**src/abr_pkg.sv**
```systemverilog
// Package with timing, state and struct definitions of the altitude beep reporter
package abr_pkg;

  // ----------------------------------------------------------------
  // Clock and timing
  // ----------------------------------------------------------------
  localparam int unsigned ABR_CLK_PERIOD_NS = 10;
  localparam int unsigned ABR_CYC_PER_MS = 1000000 / ABR_CLK_PERIOD_NS;
  localparam int unsigned ABR_START_MS = 1000;      // Long low start tone
  localparam int unsigned ABR_SHORT_MS = 150;       // Short digit beep
  localparam int unsigned ABR_LONG_MS = 750;        // Long beep for a zero digit
  localparam int unsigned ABR_BEEP_GAP_MS = 150;    // Silence between beeps of a digit
  localparam int unsigned ABR_DIGIT_PAUSE_MS = 600; // Silence before each digit
  localparam int unsigned ABR_REPEAT_GAP_MS = 5000; // Silence before a repeat
  localparam int unsigned ABR_SAMPLE_MS = 100;      // Ten pressure samples a second
  localparam logic [31:0] ABR_START_CYC = 32'(ABR_START_MS * ABR_CYC_PER_MS);
  localparam logic [31:0] ABR_SHORT_CYC = 32'(ABR_SHORT_MS * ABR_CYC_PER_MS);
  localparam logic [31:0] ABR_LONG_CYC = 32'(ABR_LONG_MS * ABR_CYC_PER_MS);
  localparam logic [31:0] ABR_BEEP_GAP_CYC = 32'(ABR_BEEP_GAP_MS * ABR_CYC_PER_MS);
  localparam logic [31:0] ABR_DIGIT_PAUSE_CYC = 32'(ABR_DIGIT_PAUSE_MS * ABR_CYC_PER_MS);
  localparam logic [31:0] ABR_REPEAT_GAP_CYC = 32'(ABR_REPEAT_GAP_MS * ABR_CYC_PER_MS);
  localparam logic [31:0] ABR_SAMPLE_CYC = 32'(ABR_SAMPLE_MS * ABR_CYC_PER_MS);

  // ----------------------------------------------------------------
  // Altitude limits and report counts
  // ----------------------------------------------------------------
  localparam logic [16:0] ABR_MAX_IMPERIAL = 17'h1869F; // 99999, five digits
  localparam logic [16:0] ABR_MAX_METRIC = 17'h0270F;   // 9999, four digits
  localparam logic [2:0] ABR_TOP_DIGIT = 3'h4;
  localparam logic [1:0] ABR_BOOT_REPORTS = 2'h2;

  // ----------------------------------------------------------------
  // Sequencer states and state record
  // ----------------------------------------------------------------
  typedef enum logic [8:0] {
    ABR_S_LOAD = 9'h001,
    ABR_S_CONV = 9'h002,
    ABR_S_START = 9'h004,
    ABR_S_DPAUSE = 9'h008,
    ABR_S_BEEP = 9'h010,
    ABR_S_BGAP = 9'h020,
    ABR_S_GAP = 9'h040,
    ABR_S_IDLE = 9'h080,
    ABR_S_STORE = 9'h100
  } abr_state_e;

  typedef struct packed {
    abr_state_e state;
    logic [31:0] cnt;
    logic [31:0] scnt;
    logic [16:0] alt;
    logic [16:0] rem;
    logic [4:0][3:0] dig;
    logic [2:0] didx;
    logic [3:0] beeps;
    logic long_beep;
    logic [1:0] reps;
    logic rep_forever;
    logic metric;
    logic tone_on;
    logic tone_low;
    logic tick;
  } abr_regs_s;

endpackage : abr_pkg

```
**src/abr_reporter.sv**
```systemverilog
// Altitude beep reporter: decimal conversion, tone sequencing and store control
`timescale 1ns/1ns
`default_nettype none

// Operation
// - Every report opens with long low tone
// - Digits sounded most significant first, five max
// - Metric build limits altitude to four digits
// - Short silent pause separates consecutive digits
// - Leading zeros skipped, inner zeros sounded
// - Zero is long beep, others N short
// - Five seconds silence, then whole report repeats
// - Power-up reads stored altitude, reports twice
// - Stored altitude changes only after new flight
// - Pressure sample tick ten times per second
// - After flight result, report repeats until powerdown
// - Store flight altitude before reporting it
module abr_reporter
  import abr_pkg::*;
#(
  parameter logic [31:0] START_CYC = ABR_START_CYC,
  parameter logic [31:0] SHORT_CYC = ABR_SHORT_CYC,
  parameter logic [31:0] LONG_CYC = ABR_LONG_CYC,
  parameter logic [31:0] BEEP_GAP_CYC = ABR_BEEP_GAP_CYC,
  parameter logic [31:0] DIGIT_PAUSE_CYC = ABR_DIGIT_PAUSE_CYC,
  parameter logic [31:0] REPEAT_GAP_CYC = ABR_REPEAT_GAP_CYC,
  parameter logic [31:0] SAMPLE_CYC = ABR_SAMPLE_CYC
) (
  // Clock and reset
  input wire logic clk_in,
  input wire logic rst_in,
  // Build strap
  input wire logic metric_in,
  // Non-volatile store
  output logic nvm_rd_out,
  input wire logic nvm_rd_valid_in,
  input wire logic [16:0] nvm_rd_data_in,
  output logic nvm_wr_out,
  output logic [16:0] nvm_wr_data_out,
  input wire logic nvm_wr_done_in,
  // Flight result and pressure sampling
  input wire logic flight_valid_in,
  input wire logic [16:0] flight_alt_in,
  input wire logic ascent_in,
  output logic sample_tick_out,
  // Transducer
  output logic tone_on_out,
  output logic tone_low_out,
  output logic idle_out
);

  // ----------------------------------------------------------------
  // Helpers
  // ----------------------------------------------------------------
  function automatic logic [16:0] pow10(input logic [2:0] idx);
    unique case (idx)
      3'h0: pow10 = 17'h00001;
      3'h1: pow10 = 17'h0000A;
      3'h2: pow10 = 17'h00064;
      3'h3: pow10 = 17'h003E8;
      default: pow10 = 17'h02710;
    endcase
  endfunction : pow10

  function automatic logic [16:0] clamp(input logic [16:0] v, input logic met);
    logic [16:0] lim;
    lim = met ? ABR_MAX_METRIC : ABR_MAX_IMPERIAL;
    clamp = (v > lim) ? lim : v;
  endfunction : clamp

  abr_regs_s q;
  abr_regs_s d;
  logic cnt_end;
  logic [2:0] lead_c;
  logic [3:0] cur_dig;

  assign cnt_end = (q.cnt == 32'h00000001);
  assign cur_dig = q.dig[q.didx];

  // Highest nonzero digit; an all-zero value still sounds one zero
  always_comb begin
    lead_c = 3'h0;
    for (int i = 0; i < 5; i++) begin
      if (q.dig[i] != 4'h0) begin
        lead_c = 3'(i);
      end
    end
  end

  // ----------------------------------------------------------------
  // Next-state logic
  // ----------------------------------------------------------------
  always_comb begin
    d = q;
    d.tick = 1'b0;
    if (q.cnt != 32'h00000000) begin
      d.cnt = q.cnt - 32'h00000001;
    end
    unique case (q.state)
      ABR_S_LOAD: begin
        d.metric = metric_in;
        if (nvm_rd_valid_in) begin
          d.alt = clamp(nvm_rd_data_in, metric_in);
          d.reps = ABR_BOOT_REPORTS;
          d.rep_forever = 1'b0;
          d.rem = clamp(nvm_rd_data_in, metric_in);
          d.dig = '0;
          d.didx = ABR_TOP_DIGIT;
          d.state = ABR_S_CONV;
        end
      end
      ABR_S_CONV: begin
        // Repeated subtraction per decade keeps the datapath to one comparator
        if (q.didx == 3'h0) begin
          d.dig[0] = q.rem[3:0];
          d.cnt = START_CYC;
          d.state = ABR_S_START;
        end else if (q.rem >= pow10(q.didx)) begin
          d.rem = q.rem - pow10(q.didx);
          d.dig[q.didx] = q.dig[q.didx] + 4'h1;
        end else begin
          d.didx = q.didx - 3'h1;
        end
      end
      ABR_S_START: begin
        if (cnt_end) begin
          d.didx = lead_c;
          d.cnt = DIGIT_PAUSE_CYC;
          d.state = ABR_S_DPAUSE;
        end
      end
      ABR_S_DPAUSE: begin
        if (cnt_end) begin
          d.long_beep = (cur_dig == 4'h0);
          d.beeps = (cur_dig == 4'h0) ? 4'h1 : cur_dig;
          d.cnt = (cur_dig == 4'h0) ? LONG_CYC : SHORT_CYC;
          d.state = ABR_S_BEEP;
        end
      end
      ABR_S_BEEP: begin
        if (cnt_end) begin
          d.beeps = q.beeps - 4'h1;
          if (q.beeps > 4'h1) begin
            d.cnt = BEEP_GAP_CYC;
            d.state = ABR_S_BGAP;
          end else if (q.didx == 3'h0) begin
            d.cnt = REPEAT_GAP_CYC;
            d.state = ABR_S_GAP;
          end else begin
            d.didx = q.didx - 3'h1;
            d.cnt = DIGIT_PAUSE_CYC;
            d.state = ABR_S_DPAUSE;
          end
        end
      end
      ABR_S_BGAP: begin
        if (cnt_end) begin
          d.cnt = SHORT_CYC;
          d.state = ABR_S_BEEP;
        end
      end
      ABR_S_GAP: begin
        if (cnt_end) begin
          if (q.rep_forever) begin
            d.cnt = START_CYC;
            d.state = ABR_S_START;
          end else if (q.reps > 2'h1) begin
            d.reps = q.reps - 2'h1;
            d.cnt = START_CYC;
            d.state = ABR_S_START;
          end else begin
            d.reps = 2'h0;
            d.state = ABR_S_IDLE;
          end
        end
      end
      ABR_S_IDLE: begin
        // Only a completed flight may replace the stored value
        if (flight_valid_in) begin
          d.alt = clamp(flight_alt_in, q.metric);
          d.state = ABR_S_STORE;
        end
      end
      ABR_S_STORE: begin
        if (nvm_wr_done_in) begin
          d.rep_forever = 1'b1;
          d.rem = q.alt;
          d.dig = '0;
          d.didx = ABR_TOP_DIGIT;
          d.state = ABR_S_CONV;
        end
      end
      default: begin
        d.state = ABR_S_LOAD;
      end
    endcase

    // Sample pacing runs only while waiting for the flight to finish
    if ((q.state == ABR_S_IDLE) && ascent_in) begin
      if (q.scnt <= 32'h00000001) begin
        d.scnt = SAMPLE_CYC;
        d.tick = 1'b1;
      end else begin
        d.scnt = q.scnt - 32'h00000001;
      end
    end else begin
      d.scnt = 32'h00000000;
    end

    // Registered tone drive follows the next state
    d.tone_on = (d.state == ABR_S_START) || (d.state == ABR_S_BEEP);
    d.tone_low = (d.state == ABR_S_START);
  end

  // ----------------------------------------------------------------
  // State register
  // ----------------------------------------------------------------
  always_ff @(posedge clk_in or posedge rst_in) begin
    if (rst_in) begin
      q <= '{state: ABR_S_LOAD, default: '0};
    end else begin
      q <= d;
    end
  end

  // Outputs
  assign nvm_rd_out = (q.state == ABR_S_LOAD);
  assign nvm_wr_out = (q.state == ABR_S_STORE);
  assign nvm_wr_data_out = q.alt;
  assign sample_tick_out = q.tick;
  assign tone_on_out = q.tone_on;
  assign tone_low_out = q.tone_low;
  assign idle_out = (q.state == ABR_S_IDLE);

  // ----------------------------------------------------------------
  // Assertions
  // ----------------------------------------------------------------
  logic [16:0] recon_c;
  assign recon_c = 17'(q.dig[4] * 17'h02710) + 17'(q.dig[3] * 17'h003E8)
                 + 17'(q.dig[2] * 17'h00064) + 17'(q.dig[1] * 17'h0000A) + 17'(q.dig[0]);
endmodule : abr_reporter

`default_nettype wire
```
**config.mk**
```make
export PLATFORM = sky130hd
export DESIGN_NAME = abr_reporter
export DESIGN_NICKNAME = d
export VERILOG_FILES = /design/src/abr_pkg.sv /design/src/abr_reporter.sv
export SDC_FILE = /design/constraint.sdc
export NUM_CORES = 1
export LEC_CHECK = 0
export BUFFER_PORTS_ARGS = -buffer_cell sky130_fd_sc_hd__buf_4
export CAP_MARGIN = 15
export CORE_MARGIN = 2
export CORE_UTILIZATION = 55
export DETAILED_ROUTE_END_ITERATION = 7
export GPL_TIMING_DRIVEN = 0
export PLACE_DENSITY = 0.74
export SETUP_SLACK_MARGIN = 0.02
export SLEW_MARGIN = 10
export SYNTH_ARGS = -nofsm -noshare
export SYNTH_HDL_FRONTEND = slang
export SYNTH_SLANG_ARGS = --single-unit
```
**constraint.sdc**
```tcl
create_clock -name clk_in -period 5 [get_ports clk_in]
set_clock_uncertainty 0.05 [all_clocks]
set_input_delay 1 -clock clk_in [delete_from_list [all_inputs] [get_ports clk_in]]
set_output_delay 1 -clock clk_in [all_outputs]
set_load 0.05 [all_outputs]
```
==> flow_summary.ini <==
[status]
status = completed

[timing]
hold-worst-slack_ns = 0.428
max_slew_margin = 0.466
min_period_ns = 4.73
grt_setup_unrepaired = false
finalHoldViolCount = 0
drv_slew = 0
setup_violations = 0
finalCritPeriodShare = 0.947
tightest_slew_ns = 0.796
fmax_ghz = 0.211

[run]
maxCapViolations = 0

[setup_path]
critical_path_class = reg2reg
crit_fanout = 10
reg2reg_from = q[12]
rrSetupSlack_ns = 0.27
cp.required_ns = 5.24
crit_path_start = q[12]
crit_arrival_ns = 4.97
cp-start-kind = flip-flop
r2r-end = q[36]
worstRegToRegCells = 13
crit_path_end_kind = flip-flop

[synthesis]
synthesis.area_sq_um = 9010
ys_warn_count = 0
synthTopCellsByArea = dfrtp_1 (39%), nor2_1 (5.4%), ha_1 (5.1%)
yosysSeqAreaShare = 0.392
synth-seq-cells = 141
ys_types = 81
synth_enable_flop_cells = 0
synthFlopType = dfrtp_1
ys_top_cells_by_count = dfrtp_1 (140), nor2_1 (129), nand2_1 (95), o21ai_0 (69), a21oi_1 (45)
synth_area_leader_cell = dfrtp_1
yosysTopAreaCellShare = 0.389
syn_inst = 1014
yosysMostFrequentCell = dfrtp_1
syn-num-nets = 1093
async_reset_ff_frac = 1.00
avgSynthCellArea_sq_um = 8.89

[power_and_ir_drop]
ir_worst_vdd_uv = 370
leakage_nw = 4.69
cellPowerDensity_nw_per_um2 = 543
power_mw = 5.66

[die]
initial_core_util = 0.565
io_pins = 64
dieArea_sq_um = 17400
die_w_um = 132
core_area_sq_um = 15900
die_h_um = 132
rows = 46

[routing]
antenna_left = 0
drtIter0Drc = 828
firstDrtPassIters = 6
vias = 8195
drcViolationCount = 0
via_per_inst = 6.18
wl_per_cell_um = 18.3
route.final.wire_length_um = 24300

[final_layout]
syn_to_final_growth_pct = 15.7
num-nets-final = 1177
drive_above_1_share = 0.143
diodes = 0

[hold_path]
hold_end = q[5]
hp-start = q[5]
whs_path_depth = 1
worst_hold_path_type = reg2reg

[placed_design]
gp_congestion = 0.956
io_buffers = 63
hpwl_um = 17500

[cts]
numCtsBuffers = 17
htree_levels = 4
clk_pin_slew_ns = 0.06
cts_root_buf = clkbuf_16
clock_path_buffers = 2
cts_tree = yes
clock-sinks = 141
clkLatencyLatePin_ns = 0.43
postCtsHoldBufs = 0

[grt]
antenna_found_initial = 0
grt_max_degree = 112
grtUsageTotal = 0.283
grt_pass1_wl_um = 39800
first_global_vias = 7754
overflow = 0
[how the worst max path moves through the flow]
| stage | slack [ns] | cells past startpoint | to |
|---|---|---|---|
| floorplan | 0.17 | 1 | nvm_wr_data_out[0] |
| global placement | -1.55 | 2 | nvm_wr_data_out[11] |
| detailed placement | 0.10 | 14 | q[24] |
| CTS | 0.05 | 13 | q[21] |
| global route | 0.09 | 14 | q[48] |
| finish | 0.27 | 13 | q[36] |
[cell usage in the layout (no fill, tap or decap), types with 25 or more instances in the layout]
| cell type | netlist | final |
|---|---|---|
| o21ai_0 | 69 | 68 |
| nor2_1 | 129 | 129 |
| a21oi_1 | 45 | 45 |
| nor3_1 | 32 | 32 |
| ha_1 | 37 | 37 |
| nand2_1 | 95 | 95 |
| inv_1 | 26 | 25 |
| dfrtp_1 | 140 | 140 |
| xnor2_1 | 34 | 34 |
| buf_4 | 19 | 83 |
| xor2_1 | 26 | 26 |
[metrics by stage]
stage | TNS [ns] | util | instance area (sq um) | cells | setup WS [ns]
3_3_place_gp | -214.63 | 0.612 | 9750 | 1293 | -1.55
4_1_cts | 0 | 0.653 | 10400 | 1326 | 0.0490
6_report | 0 | 0.654 | 10400 | 1327 | 0.266
5_1_grt | 0 | 0.654 | 10400 | 1327 | 0.0901
3_5_place_dp | 0 | 0.614 | 9790 | 1294 | 0.104
2_1_floorplan | 0 | - | 9010 | 1014 | 0.170
[power by group]
group          internal (mW)  switching (mW)
logic                  0.986            1.60
clock network          0.815           0.521
registers               1.43           0.306
total                   3.23            2.43
[area by class of cell]
type                    count  area (sq um)
repair buffers             65           508
clock inverters            12           160
inverters                  28           113
fillers                  1382          5520
clock buffers              20           457
well taps                 216           270
multi-input cells         793          5110
flip-flops and latches    141          3530
plain buffers              52           280
[critical path, cell delays in order (launching register included)]
cell and delay [ns]:
dfrtp_1 0.46, buf_1 0.38, inv_1 0.23, ha_1 0.27, o21ai_1 0.32, nand2b_1 0.23, and2_1 0.24, ha_1 0.39
nand3_1 0.13, nor4_1 0.41, a211oi_1 0.27, a311o_1 0.51, a2111oi_1 0.60, a21oi_1 0.09
[state kept, by name, indices dropped and copies added, names as in the netlist]
name	count
nvm_wr_data_out	17
q	121
sample_tick_out	1
tone_low_out	1
tone_on_out	1
[cells by family (layout without fill, tap and decap cells)]
kind of cell               after synthesis  count (layout)  share of synthesized area
AOI/OAI and AO/OA                      267             267                      0.199
xor gates and xnor gates                60              60                     0.0583
adders and majority gates               38              38                     0.0536
buffers and inverters                   80             177                     0.0428
DFF                                    141             141                      0.392
muxes                                   19              19                     0.0225
and+or+nand+nor                        409             409                      0.232
[layer usage]
layer	global-route usage	up-vias	share of wire
li1	-	3888	-
met1	0.406	3902	0.46
met2	0.435	352	0.45
met3	0.0519	53	0.071
met4	0.0900	0	0.021
met5	0	-	0
[timing repair]
| item | in CTS | in global routing |
|---|---|---|
| gates resized for setup | 0 | 4 |
| endpoints found under the setup margin | 0 | 32 |
| setup buffers | 0 | 1 |
| hold endpoints to repair | 0 | 0 |
(Power assumes the default switching activity.)
